**config.mk**
```make
export PLATFORM = sky130hd
export DESIGN_NAME = safety_output_gate
export DESIGN_NICKNAME = d
export VERILOG_FILES = /design/src/safety_gate_pkg.sv /design/src/pin_sync.sv /design/src/safety_output_gate.sv
export SDC_FILE = /design/constraint.sdc
export NUM_CORES = 1
export LEC_CHECK = 0
export ABC_CLOCK_PERIOD_IN_PS = 3650
export BUFFER_PORTS_ARGS = -buffer_cell sky130_fd_sc_hd__clkbuf_2
export CAP_MARGIN = 20
export CORE_ASPECT_RATIO = 0.8
export CORE_UTILIZATION = 55
export DETAILED_ROUTE_END_ITERATION = 10
export GPL_TIMING_DRIVEN = 0
export PLACE_DENSITY = 0.8
export SKIP_CTS_REPAIR_TIMING = 1
export SLEW_MARGIN = 10
export SYNTH_ARGS = -nofsm -noshare
export SYNTH_HDL_FRONTEND = slang
export SYNTH_SLANG_ARGS = --single-unit
```
**constraint.sdc**
```tcl
create_clock -name hclk -period 3.65 [get_ports hclk]
set_clock_uncertainty 0.2 [all_clocks]
set_input_delay 0 -clock hclk [delete_from_list [all_inputs] [get_ports hclk]]
set_output_delay 0 -clock hclk [all_outputs]
set_load 0.05 [all_outputs]
```
**src/safety_gate_pkg.sv**
```systemverilog
// What this block does
// - Outside Enable mode, output needs every mapped input in Run
// - Self-check must be Run without fault
// - Latch input return holds output until reset
// - One reset clears latch for all inputs
// - Reset accepted only with mapped inputs Run
// - Both hands active within half a second
// - Two-hand Run transition turns output on last
// - Latched stop blocks two-hand cycles until reset
// - Hands held at power-up must release first
// - Two-hand input never needs a manual reset
// - Enabling switch rising edge enters Enable mode
// - Enable drives outputs given feedback and e-stops
// - Enable mode ignores all but e-stop inputs
// - Enabling switch may cycle repeatedly in mode
// - Exit needs switch off plus system reset
// - Enable time limit always enforced, 1s-30min
// - Limit reloads only on off-then-on switch
// - On and off delays still apply
// - Monitored reset: high 0.3-2 s, trailing edge
// - Non-monitored reset: high at least 0.3 s
package safety_gate_pkg;

    localparam int N_IN = 8;
    localparam int N_OUT = 2;
    localparam int N_FB = 2;

    localparam int CLK_PERIOD_NS = 50;
    localparam int TICK_PERIOD_NS = 1000000;
    localparam int TICK_CYCLES = TICK_PERIOD_NS / CLK_PERIOD_NS;

    // Times in milliseconds, counted on the tick
    localparam logic [11:0] TWO_HAND_WINDOW_MS = 12'h1F4;
    localparam logic [11:0] RESET_MIN_MS = 12'h12C;
    localparam logic [11:0] RESET_MAX_MS = 12'h7D0;
    localparam logic [11:0] RESET_SAT_MS = 12'h7D1;
    localparam logic [20:0] EN_LIMIT_MIN_MS = 21'h003E8;
    localparam logic [20:0] EN_LIMIT_MAX_MS = 21'h1B7740;
    localparam logic [20:0] EN_LIMIT_RESET = 21'h02710;

    localparam logic [7:0] ADDR_CTRL = 8'h00;
    localparam logic [7:0] ADDR_LATCH = 8'h04;
    localparam logic [7:0] ADDR_ESTOP = 8'h08;
    localparam logic [7:0] ADDR_DELAY = 8'h0C;
    localparam logic [7:0] ADDR_EN_LIMIT = 8'h10;
    localparam logic [7:0] ADDR_STATUS = 8'h14;
    localparam logic [7:0] ADDR_IN_STATE = 8'h18;
    localparam logic [7:0] ADDR_MAP_BASE = 8'h20;

    localparam int CTRL_LATCH_MON_BIT = 0;
    localparam int CTRL_SYS_MON_BIT = 1;
    localparam int DELAY_OFF_LSB = 16;
    localparam int MAP_DUAL_BIT = 8;
    localparam int MAP_ENSW_BIT = 9;
    localparam int MAP_FB_LSB = 10;
    localparam int STATUS_EN_BIT = 8;
    localparam int STATUS_THC_BIT = 9;
    localparam int STATUS_PEND_LSB = 16;
    localparam int IN_HANDS_LSB = 8;
    localparam int IN_ENSW_BIT = 10;
    localparam int IN_FB_LSB = 11;

    localparam logic [7:0] LATCH_RESET = 8'hFF;
    localparam logic [11:0] MAP_RESET = 12'h0FF;

    typedef enum logic [1:0] {
        THC_WAIT_RELEASE,
        THC_IDLE,
        THC_WINDOW,
        THC_RUN
    } thc_state_t;

    typedef struct packed {
        logic latch_mon;
        logic sys_mon;
        logic [N_IN-1:0] latch;
        logic [N_IN-1:0] estop;
        logic [15:0] on_ms;
        logic [15:0] off_ms;
        logic [20:0] en_limit;
        logic [N_OUT-1:0][11:0] map;
    } cfg_t;

    localparam cfg_t CFG_RESET = '{
        latch_mon: 1'b1,
        sys_mon: 1'b1,
        latch: LATCH_RESET,
        estop: 8'h00,
        on_ms: 16'h0000,
        off_ms: 16'h0000,
        en_limit: EN_LIMIT_RESET,
        map: {N_OUT{MAP_RESET}}
    };

endpackage : safety_gate_pkg

```
**src/pin_sync.sv**
```systemverilog
`timescale 1ns/10ps
module pin_sync #(
    parameter int W = 1
) (
    input wire logic hclk,
    input wire logic hresetn,
    input wire logic [W-1:0] d,
    output logic [W-1:0] q
);
    typedef struct packed {
        logic [W-1:0] s1;
        logic [W-1:0] s2;
        logic [W-1:0] s3;
        logic [W-1:0] q;
    } sync_t;

    sync_t st;
    sync_t next_st;

    // A bit moves only once the second and third stages agree
    always_comb begin
        next_st.s1 = d;
        next_st.s2 = st.s1;
        next_st.s3 = st.s2;
        next_st.q = (~(st.s2 ^ st.s3) & st.s2) | ((st.s2 ^ st.s3) & st.q);
    end

    always_ff @(posedge hclk or negedge hresetn) begin
        if (!hresetn) begin
            st <= '0;
        end else begin
            st <= next_st;
        end
    end

    assign q = st.q;

endmodule : pin_sync

```
**src/safety_output_gate.sv**
```systemverilog
// Design decisions made here: the register offsets and the AHB-Lite slave port.
`timescale 1ns/10ps
module safety_output_gate #(
    parameter int TICK_CYCLES = safety_gate_pkg::TICK_CYCLES
) (
    input wire logic hclk,
    input wire logic hresetn,
    input wire logic hsel,
    input wire logic [31:0] haddr,
    input wire logic [1:0] htrans,
    input wire logic hwrite,
    input wire logic [2:0] hsize,
    input wire logic [31:0] hwdata,
    input wire logic hready,
    output logic [31:0] hrdata,
    output logic hreadyout,
    output logic hresp,
    input wire logic [safety_gate_pkg::N_IN-1:0] safety_in,
    input wire logic latch_reset_in,
    input wire logic system_reset_in,
    input wire logic hand_a_in,
    input wire logic hand_b_in,
    input wire logic enable_sw_in,
    input wire logic [safety_gate_pkg::N_FB-1:0] contactor_feedback_input,
    input wire logic selfcheck_ok,
    output logic [safety_gate_pkg::N_OUT-1:0] safety_out,
    output logic enable_mode
);
    localparam int NI = safety_gate_pkg::N_IN;
    localparam int NO = safety_gate_pkg::N_OUT;
    localparam int NF = safety_gate_pkg::N_FB;
    localparam int SW = NI + NF + 5;
    localparam int MAP_FB_HI = safety_gate_pkg::MAP_FB_LSB + NF - 1;
    localparam logic [19:0] TICK_LAST = 20'(TICK_CYCLES - 1);

    typedef struct packed {
        safety_gate_pkg::cfg_t cfg;
        logic dp_valid;
        logic dp_write;
        logic [7:0] dp_addr;
        logic [31:0] rdata;
        logic [19:0] tick_cnt;
        logic [1:0] rst_hi;
        logic [1:0] rst_fired;
        logic [1:0][11:0] rst_ms;
        safety_gate_pkg::thc_state_t dual_actuator_control;
        logic [11:0] thc_ms;
        logic sw_prev;
        logic en_mode;
        logic [20:0] en_left;
        logic [NO-1:0] pending;
        logic [NO-1:0] thc_ok;
        logic [NO-1:0] en_hold;
        logic [NO-1:0] out;
        logic [NO-1:0][15:0] dly_ms;
    } st_t;

    localparam st_t ST_RESET = '{
        cfg: safety_gate_pkg::CFG_RESET,
        dual_actuator_control: safety_gate_pkg::THC_WAIT_RELEASE,
        pending: {NO{1'b1}},
        default: '0
    };

    st_t st;
    st_t next_st;

    logic [SW-1:0] raw_pins;
    logic [SW-1:0] pins;
    logic [NI-1:0] run;
    logic hand_a;
    logic hand_b;
    logic sw_on;
    logic [NF-1:0] fb;
    logic ms_tick;
    logic [1:0] rst_pulse;
    logic rst_lvl;
    logic rst_mon;
    logic thc_enter;
    logic sw_rise;
    logic en_live;
    logic [11:0] map;
    logic all_run;
    logic has_latch;
    logic latch_stop;
    logic normal_ok;
    logic estop_ok;
    logic fb_closed;
    logic demand;
    logic [15:0] target;
    logic [20:0] lim;

    assign raw_pins = {contactor_feedback_input, enable_sw_in, hand_b_in, hand_a_in,
                       system_reset_in, latch_reset_in, safety_in};

    pin_sync #(
        .W(SW)
    ) u_pin_sync (
        .hclk(hclk),
        .hresetn(hresetn),
        .d(raw_pins),
        .q(pins)
    );

    assign run = pins[NI-1:0];
    assign hand_a = pins[NI+2];
    assign hand_b = pins[NI+3];
    assign sw_on = pins[NI+4];
    assign fb = pins[SW-1:NI+5];

    function automatic logic [31:0] rd_mux(input st_t x, input logic [7:0] a,
                                            input logic [SW-1:0] p);
        logic [31:0] r;
        r = 32'h0000_0000;
        case (a)
            safety_gate_pkg::ADDR_CTRL: begin
                r[safety_gate_pkg::CTRL_LATCH_MON_BIT] = x.cfg.latch_mon;
                r[safety_gate_pkg::CTRL_SYS_MON_BIT] = x.cfg.sys_mon;
            end
            safety_gate_pkg::ADDR_LATCH: r[NI-1:0] = x.cfg.latch;
            safety_gate_pkg::ADDR_ESTOP: r[NI-1:0] = x.cfg.estop;
            safety_gate_pkg::ADDR_DELAY: r = {x.cfg.off_ms, x.cfg.on_ms};
            safety_gate_pkg::ADDR_EN_LIMIT: r[20:0] = x.cfg.en_limit;
            safety_gate_pkg::ADDR_STATUS: begin
                r[NO-1:0] = x.out;
                r[safety_gate_pkg::STATUS_EN_BIT] = x.en_mode;
                r[safety_gate_pkg::STATUS_THC_BIT] = (x.dual_actuator_control == safety_gate_pkg::THC_RUN);
                r[safety_gate_pkg::STATUS_PEND_LSB +: NO] = x.pending;
            end
            safety_gate_pkg::ADDR_IN_STATE: begin
                r[NI-1:0] = p[NI-1:0];
                r[safety_gate_pkg::IN_HANDS_LSB +: 2] = p[NI+3:NI+2];
                r[safety_gate_pkg::IN_ENSW_BIT] = p[NI+4];
                r[safety_gate_pkg::IN_FB_LSB +: NF] = p[SW-1:NI+5];
            end
            default: begin
                for (int o = 0; o < NO; o++) begin
                    if (a == safety_gate_pkg::ADDR_MAP_BASE + 8'(4 * o)) begin
                        r[11:0] = x.cfg.map[o];
                    end
                end
            end
        endcase
        return r;
    endfunction : rd_mux

    always_comb begin
        next_st = st;
        rst_pulse = 2'b00;
        rst_lvl = 1'b0;
        rst_mon = 1'b0;
        map = 12'h000;
        all_run = 1'b0;
        has_latch = 1'b0;
        latch_stop = 1'b0;
        normal_ok = 1'b0;
        estop_ok = 1'b0;
        fb_closed = 1'b0;
        demand = 1'b0;
        target = 16'h0000;
        lim = hwdata[20:0];

        // One free-running millisecond tick paces every window and limit
        ms_tick = (st.tick_cnt == TICK_LAST);
        next_st.tick_cnt = ms_tick ? 20'h00000 : st.tick_cnt + 20'h00001;

        // Register writes land in the data phase
        if (st.dp_valid && st.dp_write) begin
            case (st.dp_addr)
                safety_gate_pkg::ADDR_CTRL: begin
                    next_st.cfg.latch_mon = hwdata[safety_gate_pkg::CTRL_LATCH_MON_BIT];
                    next_st.cfg.sys_mon = hwdata[safety_gate_pkg::CTRL_SYS_MON_BIT];
                end
                safety_gate_pkg::ADDR_LATCH: next_st.cfg.latch = hwdata[NI-1:0];
                safety_gate_pkg::ADDR_ESTOP: next_st.cfg.estop = hwdata[NI-1:0];
                safety_gate_pkg::ADDR_DELAY: begin
                    next_st.cfg.on_ms = hwdata[15:0];
                    next_st.cfg.off_ms = hwdata[safety_gate_pkg::DELAY_OFF_LSB +: 16];
                end
                safety_gate_pkg::ADDR_EN_LIMIT: begin
                    // Clamped, so the limit can never be switched off
                    if (lim < safety_gate_pkg::EN_LIMIT_MIN_MS) begin
                        next_st.cfg.en_limit = safety_gate_pkg::EN_LIMIT_MIN_MS;
                    end else if (lim > safety_gate_pkg::EN_LIMIT_MAX_MS) begin
                        next_st.cfg.en_limit = safety_gate_pkg::EN_LIMIT_MAX_MS;
                    end else begin
                        next_st.cfg.en_limit = lim;
                    end
                end
                default: begin
                    for (int o = 0; o < NO; o++) begin
                        if (st.dp_addr == safety_gate_pkg::ADDR_MAP_BASE + 8'(4 * o)) begin
                            next_st.cfg.map[o] = hwdata[11:0];
                        end
                    end
                end
            endcase
        end

        // Reset buttons: index 0 is the latch reset, 1 the system reset
        for (int i = 0; i < 2; i++) begin
            rst_lvl = pins[NI + i];
            rst_mon = (i == 0) ? st.cfg.latch_mon : st.cfg.sys_mon;
            if (rst_lvl) begin
                if (ms_tick && st.rst_ms[i] != safety_gate_pkg::RESET_SAT_MS) begin
                    next_st.rst_ms[i] = st.rst_ms[i] + 12'h001;
                end
                if (!rst_mon && !st.rst_fired[i]
                        && st.rst_ms[i] >= safety_gate_pkg::RESET_MIN_MS) begin
                    rst_pulse[i] = 1'b1;
                    next_st.rst_fired[i] = 1'b1;
                end
            end else begin
                if (rst_mon && st.rst_hi[i] && st.rst_ms[i] >= safety_gate_pkg::RESET_MIN_MS
                        && st.rst_ms[i] <= safety_gate_pkg::RESET_MAX_MS) begin
                    rst_pulse[i] = 1'b1;
                end
                next_st.rst_ms[i] = 12'h000;
                next_st.rst_fired[i] = 1'b0;
            end
            next_st.rst_hi[i] = rst_lvl;
        end

        // Two-hand sequencing; a late second hand forces a full release
        case (st.dual_actuator_control)
            safety_gate_pkg::THC_WAIT_RELEASE: begin
                if (ms_tick && !hand_a && !hand_b) begin
                    next_st.dual_actuator_control = safety_gate_pkg::THC_IDLE;
                end
            end
            safety_gate_pkg::THC_IDLE: begin
                next_st.thc_ms = 12'h000;
                if (hand_a && hand_b) begin
                    next_st.dual_actuator_control = safety_gate_pkg::THC_RUN;
                end else if (hand_a || hand_b) begin
                    next_st.dual_actuator_control = safety_gate_pkg::THC_WINDOW;
                end
            end
            safety_gate_pkg::THC_WINDOW: begin
                if (!hand_a && !hand_b) begin
                    next_st.dual_actuator_control = safety_gate_pkg::THC_IDLE;
                end else if (hand_a && hand_b) begin
                    next_st.dual_actuator_control = safety_gate_pkg::THC_RUN;
                end else if (ms_tick) begin
                    if (st.thc_ms == safety_gate_pkg::TWO_HAND_WINDOW_MS) begin
                        next_st.dual_actuator_control = safety_gate_pkg::THC_WAIT_RELEASE;
                    end else begin
                        next_st.thc_ms = st.thc_ms + 12'h001;
                    end
                end
            end
            safety_gate_pkg::THC_RUN: begin
                if (!hand_a && !hand_b) begin
                    next_st.dual_actuator_control = safety_gate_pkg::THC_IDLE;
                end else if (!hand_a || !hand_b) begin
                    next_st.dual_actuator_control = safety_gate_pkg::THC_WAIT_RELEASE;
                end
            end
            default: next_st.dual_actuator_control = safety_gate_pkg::THC_WAIT_RELEASE;
        endcase
        thc_enter = (next_st.dual_actuator_control == safety_gate_pkg::THC_RUN)
                    && (st.dual_actuator_control != safety_gate_pkg::THC_RUN);

        // Enable mode: entered on every rising edge, left only when off and reset
        sw_rise = sw_on && !st.sw_prev;
        next_st.sw_prev = sw_on;
        if (sw_rise) begin
            next_st.en_mode = 1'b1;
            next_st.en_left = st.cfg.en_limit;
        end else if (st.en_mode && sw_on && ms_tick && st.en_left != 21'h000000) begin
            next_st.en_left = st.en_left - 21'h000001;
        end
        if (st.en_mode && !sw_on && rst_pulse[1]) begin
            next_st.en_mode = 1'b0;
        end
        en_live = st.en_mode && sw_on && (st.en_left != 21'h000000);

        for (int o = 0; o < NO; o++) begin
            map = st.cfg.map[o];
            all_run = &(run | ~map[NI-1:0]);
            has_latch = |(map[NI-1:0] & st.cfg.latch);
            latch_stop = |(map[NI-1:0] & st.cfg.latch & ~run);
            // Stop of a latch input wins over a reset in the same cycle
            next_st.pending[o] = latch_stop
                                 | (st.pending[o] & ~(rst_pulse[0] & all_run));
            normal_ok = selfcheck_ok && all_run && !(st.pending[o] && has_latch);

            // Hands carry no latch of their own and must come last
            next_st.thc_ok[o] = (next_st.dual_actuator_control == safety_gate_pkg::THC_RUN) && normal_ok
                                && (st.thc_ok[o] || thc_enter);

            estop_ok = &(run | ~(map[NI-1:0] & st.cfg.estop));
            fb_closed = |(fb & map[MAP_FB_HI:safety_gate_pkg::MAP_FB_LSB]);
            next_st.en_hold[o] = en_live && estop_ok && selfcheck_ok
                                 && (st.en_hold[o] || fb_closed);

            if (map[safety_gate_pkg::MAP_ENSW_BIT] && st.en_mode) begin
                demand = st.en_hold[o];
            end else if (map[safety_gate_pkg::MAP_DUAL_BIT]) begin
                demand = st.thc_ok[o];
            end else begin
                demand = normal_ok;
            end

            // A self-check fault cuts the output without waiting for a delay
            target = demand ? st.cfg.on_ms : st.cfg.off_ms;
            if (!selfcheck_ok) begin
                next_st.out[o] = 1'b0;
                next_st.dly_ms[o] = 16'h0000;
            end else if (demand == st.out[o]) begin
                next_st.dly_ms[o] = 16'h0000;
            end else if (st.dly_ms[o] >= target) begin
                next_st.out[o] = demand;
                next_st.dly_ms[o] = 16'h0000;
            end else if (ms_tick) begin
                next_st.dly_ms[o] = st.dly_ms[o] + 16'h0001;
            end
        end

        // Address phase; read data is taken after the writes so it is never stale
        next_st.dp_valid = 1'b0;
        if (hsel && htrans[1] && hready) begin
            next_st.dp_valid = 1'b1;
            next_st.dp_write = hwrite;
            next_st.dp_addr = haddr[7:0];
            if (!hwrite) begin
                next_st.rdata = rd_mux(next_st, haddr[7:0], pins);
            end
        end
    end

    always_ff @(posedge hclk or negedge hresetn) begin
        if (!hresetn) begin
            st <= ST_RESET;
        end else begin
            st <= next_st;
        end
    end

    assign hrdata = st.rdata;
    assign hreadyout = 1'b1;
    assign hresp = 1'b0;
    assign safety_out = st.out;
    assign enable_mode = st.en_mode;

endmodule : safety_output_gate

```
==> flow_metrics.py <==
metrics = {
    "layout": {
        "drive_gt1_share_pct": 24.1,
        "final.fill_count": 2086,
        "syn2layout_area_growth_pct": 22.5,
        "diodes": 0,
        "nets": 1921,
    },
    "logic_synthesis": {
        "netlist_area_sq_um": 16400,
        "synth_top_family_by_area": "simple AND/OR/NAND/NOR gates",
        "synth_top_flop_cell": "dfrtp_1",
        "syn_nets": 1674,
        "yosys.area_share.simple_pct": 19.0,
        "ys_seq_elements": 322,
        "synth_top_area_share_pct": 44.2,
        "synth_xor_area_share_pct": 5.08,
        "synthCells": 1540,
        "yosys_warnings": 0,
        "synth_adder_area_share_pct": 4.28,
        "synthMuxAreaShare_pct": 6.60,
        "synth_edf_count": 0,
        "ys_types": 99,
        "ys_top_cells_by_area": "dfrtp_1 (44%), dfstp_2 (5.3%), nand2_1 (3.8%)",
        "synth.avg_cell_area_sq_um": 10.6,
        "synth_seq_area_share_pct": 49.5,
        "synthArstFlopShare_pct": 100,
        "synth_top_cell_by_area": "dfrtp_1",
        "synth-compound-area-share_pct": 11.3,
    },
    "sta": {
        "tightestPinTransition_ns": 1.08,
        "fmax_mhz": 253,
        "whs_ns": 0.0209,
        "hold_viol": 0,
        "rsz0062_at_grt": "yes",
        "period_share_pct": 108,
        "maxSlewViolCount": 0,
        "period_needed_ns": 3.96,
        "relSlewSlack_pct": 26.3,
        "finalWorstSetupSlack_ns": -0.306,
        "setup-violations-final": 33,
    },
    "critical_path": {
        "crit_type": "reg2reg",
        "crit_path_max_incr_delay_ns": 0.41,
        "cp_top_family": "compound AO/OA/AOI/OAI gates",
        "end_kind": "register",
        "worstPathRequired_ns": 3.86,
        "cp-start-kind": "register",
        "worstPathCellList": "a22o_1, o41ai_2, nand4_1, nand3_2, buf_12, mux2_2, ha_1, nand2b_1, nand3_1, a2111oi_2, o311a_1, a211oi_4, buf_6, mux2i_2, o31ai_2",
        "crit_fanout": 7,
        "crit_arrival_ns": 4.17,
        "path_buf_inv": 2,
        "slowest_stage": "dfstp_2",
    },
    "power": {
        "combPwrFrac_pct": 11.8,
        "power.total_mw": 8.65,
        "swShare_pct": 26.8,
        "power.density_nw_per_um2": 431,
        "clkPwrFrac_pct": 41.5,
        "leakage_nw": 8.84,
        "irDropWorstVdd_mv": 0.394,
        "p_sw_mw": 2.32,
        "internal_power_mw": 6.33,
        "seq_power_share_pct": 46.7,
    },
    "cts": {
        "cts_root_buf": "clkbuf_16",
        "clock_latency_ns": 0.52,
        "worst_setup_hold_path_clk_slew_ns": 0.06,
        "clk_path_buf_depth": 3,
        "cts.sink_count": 322,
        "cts_tree": "built",
        "htreeDepth": 2,
        "cts_buffers": 35,
    },
    "grt": {
        "track_usage_pct": 29.1,
        "grt_pass1_vias": 12500,
        "antenna_found_initial": 1,
        "grt_pass1_wl_mm": 69.4,
        "grt_max_degree": 102,
        "gr-total-overflow": 0,
    },
    "placed_design": {
        "gp_congestion": 0.975,
        "numPortBuffers": 92,
        "pre_cts_ws_ns": -0.827,
        "place_hpwl_mm": 32.3,
    },
    "detailed_routing": {
        "drt-pass1-iter-count": 6,
        "drt-wirelength-per-cell_um": 21.5,
        "num_vias": 13500,
        "routed_wl_mm": 46.9,
        "drc": 0,
        "antenna_left": 0,
        "drt_iter0_drc": 1424,
        "vias_per_cell": 6.19,
    },
    "floorplanning": {
        "ioPinCount": 127,
        "dieHeight_um": 156,
        "core-area_sq_um": 29300,
        "num_rows": 56,
        "initial_core_util_pct": 55.9,
        "die_area_sq_um": 30500,
        "die_w_um": 195,
    },
    "outcome": {
        "violations": "negative setup slack",
        "status": "complete, but fails checks",
    },
    "hold_path": {
        "hold_class": "in2reg",
    },
    "flow_run": {
        "maxCapViolations": 0,
    },
}
-- path summary, 6_finish.rpt --
path	slack (ns)	endpoint	cells past startpoint	startpoint
hold / removal	0.02	st[166]	4	htrans[1]
hold reg to reg	0.15	u_pin_sync.next_st[17]	0	u_pin_sync.next_st[32]
max in group asynchronous	1.92	st[200]	5	hresetn
min in group asynchronous	0.45	st[117]	4	hresetn
setup reg to reg	-0.31	hrdata[1]	15	st[258]
setup / recovery	-0.31	hrdata[1]	15	st[258]
-- logic make-up after synthesis --
| logic type | Yosys count |
|---|---|
| XOR/XNOR | 94 |
| AO/OA/AOI/OAI | 257 |
| other | 2 |
| buffers and inverters | 128 |
| flip-flops | 322 |
| multiplexers | 98 |
| AND/OR/NAND/NOR | 580 |
| adder cells (fa/ha/maj) | 59 |
-- routing by layer --
layer | vias up | global-route usage, % | wire (um)
met5 | - | 0 | 0
met4 | 0 | 9.11 | 1620
met1 | 6694 | 42.8 | 20000
met2 | 731 | 44.6 | 21100
met3 | 136 | 4.42 | 4130
li1 | 5979 | - | -
-- Yosys cell counts, drive strengths merged, types with 13 or more instances --
library cell and n:
a21oi 40, a221oi 20, a22oi 18, and2 22, and3 17, and4 13
buf 65, clkbuf 32, dfrtp 289, dfstp 33, ha 44, inv 31
maj3 15, mux2 59, mux2i 39, nand2 167, nand3 73, nand4 37
nor2 116, nor2b 41, nor3 23, nor4 17, o21ai 85, xnor2 51
xor2 43
-- state kept, by name, summed over array words and instances (netlist names), named ones only --
register	cells
st	214
hrdata	32
u_pin_sync.next_st	30
u_pin_sync.st	15
map	12
safety_out	2
enable_mode	1
rst_mon	1
-- worst reg2reg max path, cell delays in order (launching register included) --
cell and delay [ns]:
dfstp_2 0.41, a22o_1 0.23, o41ai_2 0.40, nand4_1 0.16, nand3_2 0.16, buf_12 0.14
mux2_2 0.35, ha_1 0.27, nand2b_1 0.09, nand3_1 0.11, a2111oi_2 0.38, o311a_1 0.28
a211oi_4 0.04, buf_6 0.15, mux2i_2 0.17, o31ai_2 0.29
-- through the flow --
stage	instance area (sq um)	util (%)	std cells	TNS [ns]
after global routing	20100	68.5	2187	-8.65
after detailed placement	17400	59.4	2012	-21.03
final	20100	68.5	2187	-4.95
after global placement	17300	59.1	2009	-1359.52
after CTS	18600	63.4	2072	-22.01
after floorplan	16400	-	1540	0
-- power by group through the flow --
stage	Combinational [mW]	Clock [mW]	Sequential (mW)
4_1_cts	0.905	3.61	4.02
3_3_place_gp	0.867	0	4.08
2_1_floorplan	0.616	0	4.00
6_report	1.02	3.59	4.04
3_5_place_dp	0.899	0	4.08
5_1_grt	1.10	3.76	4.06
-- area by class of cell --
class                           instances  area [sq um]  share of cell area, %
Buffer                                 97           637                   3.18
Clock buffer                           43           967                   4.82
Clock inverter                         17           191                  0.955
Inverter                               31           116                  0.580
Multi-Input combinational cell       1090          7860                   39.2
Sequential cell                       322          8100                   40.4
Tap cell                              377           472                   2.35
Timing Repair Buffer                  210          1710                   8.52
-- layout by cell type (no fill, tap or decap), drive strengths merged, types with 40 or more instances in the layout --
cell / synthesis / final
a21oi: 40 / 40
buf: 65 / 102
clkbuf: 32 / 169
dfrtp: 289 / 289
dlygate4sd3: 0 / 79
ha: 44 / 44
mux2: 59 / 59
nand2: 167 / 167
nand3: 73 / 73
nor2: 116 / 116
nor2b: 41 / 41
o21ai: 85 / 85
xnor2: 51 / 51
xor2: 43 / 43
Power figures use the tool's default switching activity.
